File: config.mk
export PLATFORM = sky130hd
export DESIGN_NAME = bpsrc_top
export DESIGN_NICKNAME = d
export VERILOG_FILES = /design/src/hw/bpsrc_pkg.sv /design/src/hw/bpsrc_shift_if.sv /design/src/hw/bpsrc_mask_shift.sv /design/src/hw/bpsrc_top.sv
export SDC_FILE = /design/constraint.sdc
export NUM_CORES = 1
export LEC_CHECK = 0
export ABC_CLOCK_PERIOD_IN_PS = 3800
export BUFFER_PORTS_ARGS = -buffer_cell sky130_fd_sc_hd__buf_2
export CAP_MARGIN = 20
export CORE_ASPECT_RATIO = 0.75
export CORE_MARGIN = 10
export CORE_UTILIZATION = 50
export DETAILED_ROUTE_END_ITERATION = 6
export PLACE_DENSITY = 0.76
export SETUP_SLACK_MARGIN = 0.15
export SLEW_MARGIN = 5
export SYNTH_ARGS = -nofsm -noshare
export SYNTH_HDL_FRONTEND = slang
export SYNTH_SLANG_ARGS = --single-unit
File: constraint.sdc
create_clock -name CLK -period 3.8 [get_ports CLK]
set_clock_uncertainty 0.2 [all_clocks]
set_input_delay 0.38 -clock CLK [delete_from_list [all_inputs] [get_ports CLK]]
set_output_delay 0.38 -clock CLK [all_outputs]
set_load 0.05 [all_outputs]
File: src/hw/bpsrc_pkg.sv
// Constants and types shared by the power state and reset control block.
// Assumes a single 10 MHz clock and a synchronous, active-low reset.
package bpsrc_pkg;

    // ************************************************************
    // Register map (byte offsets, one 32-bit word each)
    // ************************************************************
    localparam logic [7:0] REG_PM    = 8'h00;
    localparam logic [7:0] REG_BCTL  = 8'h04;
    localparam logic [7:0] REG_DIAG  = 8'h08;
    localparam logic [7:0] REG_CMASK = 8'h0C;
    localparam logic [7:0] REG_STAT  = 8'h10;

    // ************************************************************
    // Fields and reset values
    // ************************************************************
    localparam logic [1:0]  PS_D0     = 2'h0;
    localparam logic [1:0]  PS_D1     = 2'h1;
    localparam logic [1:0]  PS_D2     = 2'h2;
    localparam logic [1:0]  PS_D3HOT  = 2'h3;
    localparam int          BCTL_SRST = 0;
    localparam int          DIAG_CHIP = 0;
    localparam logic [15:0] CMASK_RST = 16'h0000;

    // ************************************************************
    // Clock period, mask width and cycle counts
    // ************************************************************
    localparam int         CLK_PERIOD_NS = 100;
    localparam int         MASK_BITS     = 16;
    localparam logic [4:0] ACC_WAIT_CLKS = 5'h10;
    localparam logic [4:0] CHIP_CLR_LAST = 5'h13;
    localparam logic [4:0] SHIFT_LAST    = 5'h16;
    localparam logic [4:0] MASK_FIRST    = 5'h03;
    localparam logic [4:0] MASK_LAST     = 5'h12;

    typedef enum logic [1:0] {ST_SHIFT, ST_HOLD, ST_RUN} bpsrc_state_e;

endpackage

File: src/hw/bpsrc_shift_if.sv
// Handshake between the sequencer and the clock mask shifter.
// Assumes both ends run on the same clock.
`timescale 1ns/1ns
interface bpsrc_shift_if;
    logic        go;
    logic        busy;
    logic        done;
    logic [15:0] mask;
    modport ctl (output go, input busy, input done, input mask);
    modport eng (input go, output busy, output done, output mask);
endinterface

File: src/hw/bpsrc_mask_shift.sv
// Serial loader for the secondary clock mask.
// Assumes an external load/shift register clocked with CLK and fed by the load control pin.
`timescale 1ns/1ns
module bpsrc_mask_shift
    import bpsrc_pkg::*;
#(
    parameter int MBITS = MASK_BITS
) (
    // Clock and reset
    input  wire logic clk,
    input  wire logic rst_n,
    // Sequencer side
    bpsrc_shift_if.eng sh,
    // Pins
    input  wire logic clock_mask_serial_in,
    output logic      sr_shift,
    output logic      sr_oe_n
);
    if (MBITS != 16) begin : g_chk
        $error("mask width must be 16");
    end

    logic [1:0]       msk_sync_reg;
    logic [4:0]       cnt_reg;
    logic             busy_reg;
    logic             done_reg;
    logic [MBITS-1:0] mask_reg;
    wire              last    = busy_reg && cnt_reg == SHIFT_LAST;
    wire              capture = busy_reg && cnt_reg >= MASK_FIRST && cnt_reg <= MASK_LAST;

    // ************************************************************
    // Load one cycle, then shift; MSB arrives first
    // ************************************************************
    always_ff @(posedge clk) begin
        if (!rst_n) begin
            msk_sync_reg <= 2'h0;
            cnt_reg      <= 5'h00;
            busy_reg     <= 1'b0;
            done_reg     <= 1'b0;
            mask_reg     <= CMASK_RST;
        end else begin
            msk_sync_reg <= {msk_sync_reg[0], clock_mask_serial_in};
            done_reg     <= last;
            if (sh.go && !busy_reg) begin
                busy_reg <= 1'b1;
                cnt_reg  <= 5'h00;
            end else if (busy_reg) begin
                cnt_reg  <= cnt_reg + 5'h01;
                busy_reg <= !last;
            end
            if (capture) begin
                mask_reg <= {mask_reg[MBITS-2:0], msk_sync_reg[1]};
            end
        end
    end

    assign sr_shift = busy_reg && cnt_reg != 5'h00;
    assign sr_oe_n  = !busy_reg;
    assign sh.busy  = busy_reg;
    assign sh.done  = done_reg;
    assign sh.mask  = mask_reg;
endmodule

File: src/hw/bpsrc_top.sv
// Power state handling and reset sequencing of a two-bus bridge.
// Assumes a register master with one-cycle strobes and a 10 MHz clock.
`timescale 1ns/1ns

module bpsrc_top
    import bpsrc_pkg::*;
#(
    parameter int AW = 8
) (
    // Clock and reset
    input  wire logic          CLK,
    input  wire logic          RST_N,
    // Register port
    input  wire logic [AW-1:0] ADDR,
    input  wire logic [31:0]   WDATA,
    input  wire logic          WR,
    input  wire logic          RD,
    output logic      [31:0]   RDATA,
    output logic               CFG_READY,
    // Clock mask loader pins
    input  wire logic          CLOCK_MASK_SERIAL_IN,
    output logic               SR_SHIFT,
    output logic               SR_OE_N,
    // Secondary clocks
    input  wire logic          CLOCK_STOP_ON_OFF_STATE_ENABLE,
    output logic      [9:0]    SECONDARY_CLOCK_OUT_EN,
    output logic               SEC_BUS_B2,
    // Reset and bus control
    output logic               SEC_RESET_N,
    output logic               PRI_FLOAT,
    output logic               SEC_CTRL_FLOAT,
    output logic               SEC_ADDR_DATA_LOW,
    output logic               BUF_CLEAR
);
    if (AW < 5) begin : g_chk
        $error("address too narrow for the register map");
    end

    // ************************************************************
    // State
    // ************************************************************
    bpsrc_state_e st_reg;
    logic [1:0]   stop_sync_reg;
    logic [1:0]   pstate_reg;
    logic         srst_bit_reg;
    logic         chip_reg;
    logic [15:0]  cmask_reg;
    logic [4:0]   acc_cnt_reg;
    logic [4:0]   chip_cnt_reg;
    logic         go_reg;
    logic [31:0]  rdata_reg;
    logic [9:0]   clk_en_reg;
    logic         srst_n_reg;
    logic         pri_float_reg;
    logic         ctrl_float_reg;
    logic         ad_low_reg;
    logic         buf_clr_reg;
    logic         b2_reg;

    bpsrc_shift_if sh ();

    bpsrc_mask_shift #(.MBITS(MASK_BITS)) u_shift (
        .clk      (CLK),
        .rst_n    (RST_N),
        .sh       (sh.eng),
        .clock_mask_serial_in   (CLOCK_MASK_SERIAL_IN),
        .sr_shift (SR_SHIFT),
        .sr_oe_n  (SR_OE_N)
    );

    // Slots enable if either presence bit is low; devices enable on a low bit
    function automatic logic [9:0] clk_map(input logic [15:0] m);
        logic [9:0] e;
        e = 10'h000;
        for (int i = 0; i < 4; i++) begin
            e[i] = !(m[2*i] && m[2*i+1]);
        end
        for (int j = 0; j < 5; j++) begin
            e[4+j] = !m[8+j];
        end
        e[9] = !m[13];
        return e;
    endfunction

    // ************************************************************
    // Decode
    // ************************************************************
    wire       sel_pm     = ADDR == AW'(REG_PM);
    wire       sel_bctl   = ADDR == AW'(REG_BCTL);
    wire       sel_diag   = ADDR == AW'(REG_DIAG);
    wire       sel_cmask  = ADDR == AW'(REG_CMASK);
    wire       sel_stat   = ADDR == AW'(REG_STAT);
    wire       accessible = acc_cnt_reg == ACC_WAIT_CLKS && !chip_reg;
    wire       wr_ok      = WR && accessible;
    wire [1:0] ps_wr      = WDATA[1:0];
    wire       ps_legal   = ps_wr == PS_D0 || ps_wr == PS_D3HOT;
    wire       wake       = wr_ok && sel_pm && pstate_reg == PS_D3HOT && ps_wr == PS_D0;
    wire       chip_set   = wr_ok && sel_diag && WDATA[DIAG_CHIP];
    wire       soft_rst   = wake || chip_set;
    // Only the secondary reset bit stays writable while a chip reset is pending
    wire       bctl_ok    = WR && sel_bctl && (accessible || st_reg == ST_HOLD);
    wire       srst_clr   = bctl_ok && st_reg == ST_HOLD && !WDATA[BCTL_SRST];
    wire       sec_rst    = st_reg != ST_RUN || srst_bit_reg;
    wire       clk_stop   = pstate_reg == PS_D3HOT && stop_sync_reg[1];
    wire [3:0] stat_bits  = {clk_stop, accessible, sh.busy, sec_rst};
    wire [31:0] rd_val    = sel_pm    ? {30'h0, pstate_reg} :
                            sel_bctl  ? {31'h0, srst_bit_reg} :
                            sel_diag  ? {31'h0, chip_reg} :
                            sel_cmask ? {16'h0, cmask_reg} :
                            sel_stat  ? {28'h0, stat_bits} : 32'h0;
    wire       rd_ok      = accessible || (st_reg == ST_HOLD && sel_bctl);

    assign sh.go = go_reg;

    // ************************************************************
    // Sequencer and control registers
    // ************************************************************
    always_ff @(posedge CLK) begin
        if (!RST_N) begin
            st_reg        <= ST_SHIFT;
            stop_sync_reg <= 2'h0;
            pstate_reg    <= PS_D0;
            srst_bit_reg  <= 1'b0;
            chip_reg      <= 1'b0;
            cmask_reg     <= CMASK_RST;
            acc_cnt_reg   <= 5'h00;
            chip_cnt_reg  <= 5'h00;
            go_reg        <= 1'b1;
        end else begin
            stop_sync_reg <= {stop_sync_reg[0], CLOCK_STOP_ON_OFF_STATE_ENABLE};
            go_reg        <= 1'b0;
            if (acc_cnt_reg != ACC_WAIT_CLKS) begin
                acc_cnt_reg <= acc_cnt_reg + 5'h01;
            end
            if (soft_rst) begin
                pstate_reg   <= PS_D0;
                cmask_reg    <= CMASK_RST;
                srst_bit_reg <= chip_set;
                chip_reg     <= chip_set;
                chip_cnt_reg <= 5'h00;
                if (chip_set) begin
                    st_reg <= ST_HOLD;
                end
            end else begin
                if (wr_ok && sel_pm && ps_legal) begin
                    pstate_reg <= ps_wr;
                end
                if (wr_ok && sel_cmask) begin
                    cmask_reg <= WDATA[15:0];
                end
                if (bctl_ok) begin
                    srst_bit_reg <= WDATA[BCTL_SRST];
                end
                case (st_reg)
                    ST_SHIFT: begin
                        if (sh.done) begin
                            cmask_reg <= sh.mask;
                            st_reg    <= ST_RUN;
                        end
                    end
                    ST_HOLD: begin
                        if (srst_clr) begin
                            st_reg <= ST_SHIFT;
                            go_reg <= 1'b1;
                        end
                    end
                    default: begin
                    end
                endcase
                // Count from the clearing write itself so the bit is gone within 20 clocks
                if (chip_reg && (st_reg != ST_HOLD || srst_clr)) begin
                    chip_cnt_reg <= chip_cnt_reg + 5'h01;
                    if (chip_cnt_reg == CHIP_CLR_LAST) begin
                        chip_reg <= 1'b0;
                    end
                end
            end
        end
    end

    // ************************************************************
    // Pin controls and read data
    // ************************************************************
    always_ff @(posedge CLK) begin
        if (!RST_N) begin
            rdata_reg      <= 32'h0;
            clk_en_reg     <= 10'h000;
            srst_n_reg     <= 1'b0;
            pri_float_reg  <= 1'b1;
            ctrl_float_reg <= 1'b1;
            ad_low_reg     <= 1'b1;
            buf_clr_reg    <= 1'b1;
            b2_reg         <= 1'b0;
        end else begin
            rdata_reg      <= (RD && rd_ok) ? rd_val : 32'h0;
            clk_en_reg     <= clk_stop ? 10'h000 : clk_map(cmask_reg);
            srst_n_reg     <= !sec_rst;
            pri_float_reg  <= chip_reg || chip_set;
            ctrl_float_reg <= sec_rst || chip_reg;
            ad_low_reg     <= sec_rst;
            buf_clr_reg    <= sec_rst || soft_rst;
            b2_reg         <= pstate_reg == PS_D3HOT;
        end
    end

    // Wake events are routed around the bridge on the board; nothing here carries them

    assign RDATA                  = rdata_reg;
    assign CFG_READY              = accessible;
    assign SECONDARY_CLOCK_OUT_EN = clk_en_reg;
    assign SEC_BUS_B2             = b2_reg;
    assign SEC_RESET_N            = srst_n_reg;
    assign PRI_FLOAT              = pri_float_reg;
    assign SEC_CTRL_FLOAT         = ctrl_float_reg;
    assign SEC_ADDR_DATA_LOW      = ad_low_reg;
    assign BUF_CLEAR              = buf_clr_reg;
endmodule

Word-level counts from Yosys, hierarchy flattened

Index checks and enable logic that the tools add are counted.

Bits in registers: 108
Input port bits: 46
Output and inout port bits: 51
Logic and storage cells: 136

Add/subtract/negate cells: 3
$lt $le $gt $ge: 2
Eq/ne operators: 16
Multiplexer cells: 23
Bitwise operators: 2
Reductions and logical operators: 66

Operators by type and width:

| cell                                                                                 | number |
|---|---|
| 16-bit two-way mux                                                                   | 4 |
| 1-bit logical AND                                                                    | 26 |
| 8-bit by 4-bit equality test with 1-bit output (second input constant)               | 2 |
| 5-bit by 1-bit adder with 5-bit output (second input constant)                       | 3 |
| 5-bit equality test (second input constant)                                          | 3 |
| 1-bit zero test                                                                      | 15 |
| 2-bit two-way mux                                                                    | 7 |
| 1-bit two-way mux                                                                    | 10 |
| 1-bit logical OR                                                                     | 9 |
| 8-bit by 3-bit equality test with 1-bit output (second input constant)               | 1 |
| 8-bit by 5-bit equality test with 1-bit output (second input constant)               | 1 |
| 8-bit zero test                                                                      | 1 |
| 2-bit nonzero test                                                                   | 3 |
| 2-bit OR reduction                                                                   | 3 |
| 6-bit OR reduction                                                                   | 1 |
| 5-bit by 2-bit greater-or-equal comparator with 1-bit output (second input constant) | 1 |
| 5-bit less-or-equal comparator (second input constant)                               | 1 |
| 5-bit != test (second input constant)                                                | 1 |
| 5-bit nonzero test                                                                   | 1 |
| 5-bit OR reduction                                                                   | 1 |
| 2-bit equality test (second input constant)                                          | 2 |
| 2-bit zero test                                                                      | 2 |
| 4-bit two-way mux                                                                    | 1 |
| 2-bit != test (second input constant)                                                | 2 |
| other kinds (9)                                                                      | 11 |

Longest topological paths before layout

Word-level depth: 10
Gate-level depth with buffers: 8
Gate-level depth less buffers: 7

Hierarchy

From an unflattened synthesis, not the netlist that was laid out.

Cells, all modules: 394
Area total of the unflattened synthesis: 3774.9 um2

By module, submodules not included:

| module           | times used | cells each | area each (um2) | sequential area each (um2) |
|---|---|---|---|---|
| bpsrc_top        | 1          | 297        | 2762.6          | 1341.3 |
| bpsrc_mask_shift | 1          | 97         | 1012.2          | 500.5 |

Least setup slack after synthesis

OpenSTA, ideal clock, no wires.

Path kind: register -> register
Start point: reg acc_cnt_reg[0]
End point: reg srst_bit_reg
Library setup time: 74 ps
Data arrival time: 1956 ps
Slack: 1570 ps
Cell stages (with the launch flop): 8
Path buffers: 0
Period minus slack after synthesis: 2230 ps
Path through: dfxtp_1 -> inv_1 -> ha_1 -> and4bb_2 -> and2_1 -> a21oi_1 -> or4_1 -> a31oi_1

Longest elaborated chain between the ends: 8

RTL lines:

| item                                                           | line             | text |
|---|---|---|
| from (decl)                                                    | bpsrc_top.sv:48  | `logic [4:0] acc_cnt_reg;` |
| from (signal assigned)                                         | bpsrc_top.sv:133 | `acc_cnt_reg <= acc_cnt_reg + 5'h01;` |
| 5-bit equality test (*)                                        | bpsrc_top.sv:93  | `wire accessible = acc_cnt_reg == ACC_WAIT_CLKS && !chip_reg;` |
| 1-bit logical AND (*)                                          | bpsrc_top.sv:93  |  |
| via CFG_READY                                                  | bpsrc_top.sv:19  | `output logic CFG_READY,` |
| 1-bit logical AND                                              | bpsrc_top.sv:94  | `wire wr_ok = WR && accessible;` |
| 1-bit logical AND (3 in series)                                | bpsrc_top.sv:97  | `wire wake = wr_ok && sel_pm && pstate_reg == PS_D3HOT && ps_wr == PS_D0;` |
| 1-bit logical OR                                               | bpsrc_top.sv:99  | `wire soft_rst = wake \|\| chip_set;` |
| 1-bit two-way mux / 2-bit nonzero test (equally long branches) | --               |  |
| to (signal assigned)                                           | bpsrc_top.sv:138 | `srst_bit_reg <= chip_set;` |
| to (signal assigned)                                           | bpsrc_top.sv:152 | `srst_bit_reg <= WDATA[BCTL_SRST];` |
| to (decl)                                                      | bpsrc_top.sv:45  | `logic srst_bit_reg;` |

The timed path passes the listed nets; every way through them passes the cells marked *.
A chain may end at the register's enable or synchronous reset.

Worst setup path after layout

Start point: reg acc_cnt_reg[0]
End point: out CFG_READY

Longest elaborated chain between the ends: 2

RTL lines:

| item                | line |
|---|---|
| 5-bit equality test | bpsrc_top.sv:93 |
| 1-bit logical AND   | bpsrc_top.sv:93 |
| to (decl)           | bpsrc_top.sv:19 |

Every way passes these cells.

==> run_summary.xml <==
<?xml version="1.0" encoding="UTF-8"?>
<metrics>
  <group name="sta">
    <metric name="fin_worst_hold_slack" unit="ps">18.0</metric>
    <metric name="report.final.hold_viol_count" unit="">0</metric>
    <metric name="timing.slew.headroom" unit="">0.344</metric>
    <metric name="timing.final.crit_share" unit="">0.640</metric>
    <metric name="slew_violations" unit="">0</metric>
    <metric name="finalWorstPathRequiredPeriod" unit="ps">2430</metric>
    <metric name="fin_setup_tns" unit="ps">0</metric>
    <metric name="worstMarginPinSlew" unit="ps">983</metric>
    <metric name="rsz0062_at_grt" unit="">no</metric>
    <metric name="report.final.setup_viol" unit="">0</metric>
    <metric name="fmax" unit="GHz">0.411</metric>
  </group>
  <group name="cts">
    <metric name="tritoncts.num_buffers" unit="">9</metric>
    <metric name="post_cts.resized_instances" unit="">0</metric>
    <metric name="clkSlewWorstSetupHoldPaths" unit="ps">90</metric>
    <metric name="cts_tree" unit="">done</metric>
    <metric name="cts.sinks" unit="">92</metric>
    <metric name="max-clock-path-buffers" unit="">2</metric>
    <metric name="clk_root_buffer_cell" unit="">clkbuf_8</metric>
    <metric name="cts.repair_timing.setup_buffer_count" unit="">0</metric>
    <metric name="cts_hold_buf" unit="">0</metric>
    <metric name="cts_max_level" unit="">3</metric>
    <metric name="clock_latency" unit="ps">360</metric>
  </group>
  <group name="route">
    <metric name="ratio_of_routed_vias_to_standard_cells" unit="">5.06</metric>
    <metric name="detailroute.via_count" unit="">2730</metric>
    <metric name="drt_iter0_markers" unit="">146</metric>
    <metric name="number_of_nets_with_antenna_violations_after_detailed_routing" unit="">0</metric>
    <metric name="detail_route.first_pass.iterations" unit="">4</metric>
    <metric name="drt_wl_total" unit="mm">7.93</metric>
    <metric name="wl_per_cell" unit="um">14.7</metric>
    <metric name="detail_route.drc_violations" unit="">0</metric>
  </group>
  <group name="power">
    <metric name="ir_drop" unit="mV">0.158</metric>
    <metric name="power.leakage" unit="nW">1.93</metric>
    <metric name="powerDensity" unit="nW/um^2">416</metric>
  </group>
  <group name="logic_synthesis">
    <metric name="synth_sequential_area_ratio" unit="">0.482</metric>
    <metric name="post_synth_main_area_contributors" unit="">dfxtp_1, mux2i_1, nor2_1</metric>
    <metric name="syn_warnings" unit="">0</metric>
    <metric name="top_reg_cell_synth" unit="">dfxtp_1</metric>
    <metric name="synth_async_sr_flop_share" unit="">0</metric>
    <metric name="post-synth-top-area-cell" unit="">dfxtp_1</metric>
    <metric name="synth_top_cell_area_share" unit="">0.482</metric>
    <metric name="synth_seq_cells" unit="">92</metric>
    <metric name="yosysMostFrequentCell" unit="">dfxtp_1</metric>
    <metric name="synth_enable_flop_cells" unit="">0</metric>
    <metric name="syn-instance-count" unit="">375</metric>
    <metric name="mapped_cell_area" unit="sq um">3820</metric>
    <metric name="netlist-cell-type-count" unit="">50</metric>
    <metric name="cell_types_with_the_highest_counts_after_synthesis" unit="">dfxtp_1, nor2_1, mux2i_1</metric>
    <metric name="syn_area_per_cell" unit="sq um">10.2</metric>
  </group>
  <group name="die">
    <metric name="floorplan.die.width" unit="um">121</metric>
    <metric name="core-area" unit="sq um">7400</metric>
    <metric name="ioPinCount" unit="">97</metric>
    <metric name="die-height" unit="um">95.7</metric>
    <metric name="initial_utilization" unit="">0.517</metric>
    <metric name="row_count" unit="">27</metric>
    <metric name="design.die.area" unit="sq um">11600</metric>
  </group>
  <group name="grt">
    <metric name="groute.usage.overall" unit="">0.138</metric>
    <metric name="largest_net_degree_at_the_start_of_global_routing" unit="">41</metric>
    <metric name="global_route_wire_length_before_repair" unit="mm">12.9</metric>
    <metric name="globalRoute.totalOverflow" unit="">0</metric>
    <metric name="grt_pass1_vias" unit="">2606</metric>
    <metric name="number_of_antenna_violations_at_the_first_check_in_global_routing" unit="">0</metric>
  </group>
  <group name="run">
    <metric name="max-cap-violations" unit="">0</metric>
  </group>
  <group name="outcome">
    <metric name="outcome" unit="">finished, final reports clean</metric>
  </group>
  <group name="layout">
    <metric name="n_antenna_cell" unit="">0</metric>
    <metric name="synthToLayoutAreaGrowth" unit="%">13.2</metric>
    <metric name="n_fill_cell" unit="">663</metric>
    <metric name="num-nets-final" unit="">486</metric>
    <metric name="drive_above_1_share" unit="">0.233</metric>
  </group>
  <group name="worst_setup_path">
    <metric name="max_stage_delay" unit="ps">350</metric>
    <metric name="cp.arrival" unit="ps">1850</metric>
    <metric name="start_kind" unit="">register</metric>
    <metric name="setup.worst_path.class" unit="">reg -&gt; out</metric>
    <metric name="timing.reg2reg.worst_path_depth" unit="">6</metric>
    <metric name="path_cells" unit="">inv_1 -&gt; ha_1 -&gt; and4bb_2 -&gt; and2_1 -&gt; buf_2</metric>
    <metric name="timing.critical_path.slowest_stage_cell" unit="">dfxtp_1</metric>
    <metric name="worst-endpoint-required" unit="ps">3220</metric>
    <metric name="end_kind" unit="">output port</metric>
    <metric name="critPathMaxFanout" unit="">5</metric>
  </group>
  <group name="min_path">
    <metric name="holdCritPathClass" unit="">in -&gt; reg</metric>
    <metric name="hold-path-cell-count" unit="">2</metric>
  </group>
  <group name="place">
    <metric name="globalplace.congestion" unit="">0.816</metric>
    <metric name="hpwl" unit="mm">5.84</metric>
    <metric name="port-buffer-count" unit="">64</metric>
  </group>
</metrics>
==> metal layers <==
layer  wire length [um]  track usage  part of all wire  vias up
met4                114       0.0531             0.014        0
met5                  0            0                 0        -
met1               3750        0.176              0.47     1262
met3                609       0.0532             0.077       12
met2               3460        0.207              0.44       88
li1                   -            -                 -     1368
==> power by group <==
part           switching (W)  leakage, nW  internal [W]  total [W]
Sequential        0.00000886        0.747      0.000976   0.000985
Combinational       0.000106         1.08     0.0000355   0.000141
Clock               0.000345        0.108      0.000329   0.000674
==> worst max-delay path, delay by kind of cell (launching register included) <==
kind / cells / cell delay [ps]
adder cells (fa/ha/maj): 1 / 140
AND/OR/NAND/NOR: 2 / 620
flip-flops: 1 / 350
buffers and inverters: 2 / 380
==> final timing paths <==
check | start | end | slack, ps
hold reg to reg | stop_sync_reg[0] | stop_sync_reg[1] | 240
setup reg to reg | u_shift.cnt_reg[0] | u_shift.sh.mask[4] | 1430
setup / recovery | acc_cnt_reg[0] | CFG_READY | 1370
hold / removal | CLOCK_STOP_ON_OFF_STATE_ENABLE | stop_sync_reg[0] | 20
==> logic make-up after synthesis <==
logic type,count (synthesis),share of synthesized area
xor gates and xnor gates,12,0.0275
and+or+nand+nor,132,0.194
DFF,92,0.482
buffers and inverters,47,0.0700
other,1,0.000980
AOI/OAI and AO/OA,45,0.0978
adders and majority gates,7,0.0229
muxes,39,0.106
==> cell type report <==
type                            count  area (sq um)  share of cell area
Clock inverter                      6          70.1              0.0162
Multi-Input combinational cell    251          1770               0.409
Sequential cell                    92          1840               0.425
Timing Repair Buffer               66           335              0.0774
Clock buffer                       10           138              0.0318
Tap cell                          101           126              0.0292
Inverter                           13          48.8              0.0113
==> stage by stage <==
stage	total power, W	area, sq um	worst slack (ps)	util	instances
floorplan	0.00113	3880	1570	-	390
global placement	0.00115	4120	1500	0.557	523
detailed placement	0.00115	4120	1450	0.557	523
CTS	0.00182	4330	1380	0.585	539
global route	0.00187	4330	1250	0.585	539
finish	0.00180	4330	1370	0.585	539
==> cells in the final DEF, fill, tap and decap left out, types with 2 or more instances in the layout <==
cell type   n
inv_6       3
xor2_1      8
buf_2      64
o21ai_0     6
nor2_1     43
a21oi_1     8
a211oi_2   10
a211oi_1    6
nand2_1    15
a31oi_1     3
ha_1        7
mux2i_1    37
clkbuf_8   10
and2_1     20
xnor2_1     4
nor2b_1    18
and3_1      4
nand3_1    10
nand4_1     4
nor3_1      4
conb_1     16
dfxtp_1    92
buf_4       2
o21a_1      2
inv_1      13
nand2b_1    2
and4_1      2
No activity file was read; power rests on OpenSTA's default activity.
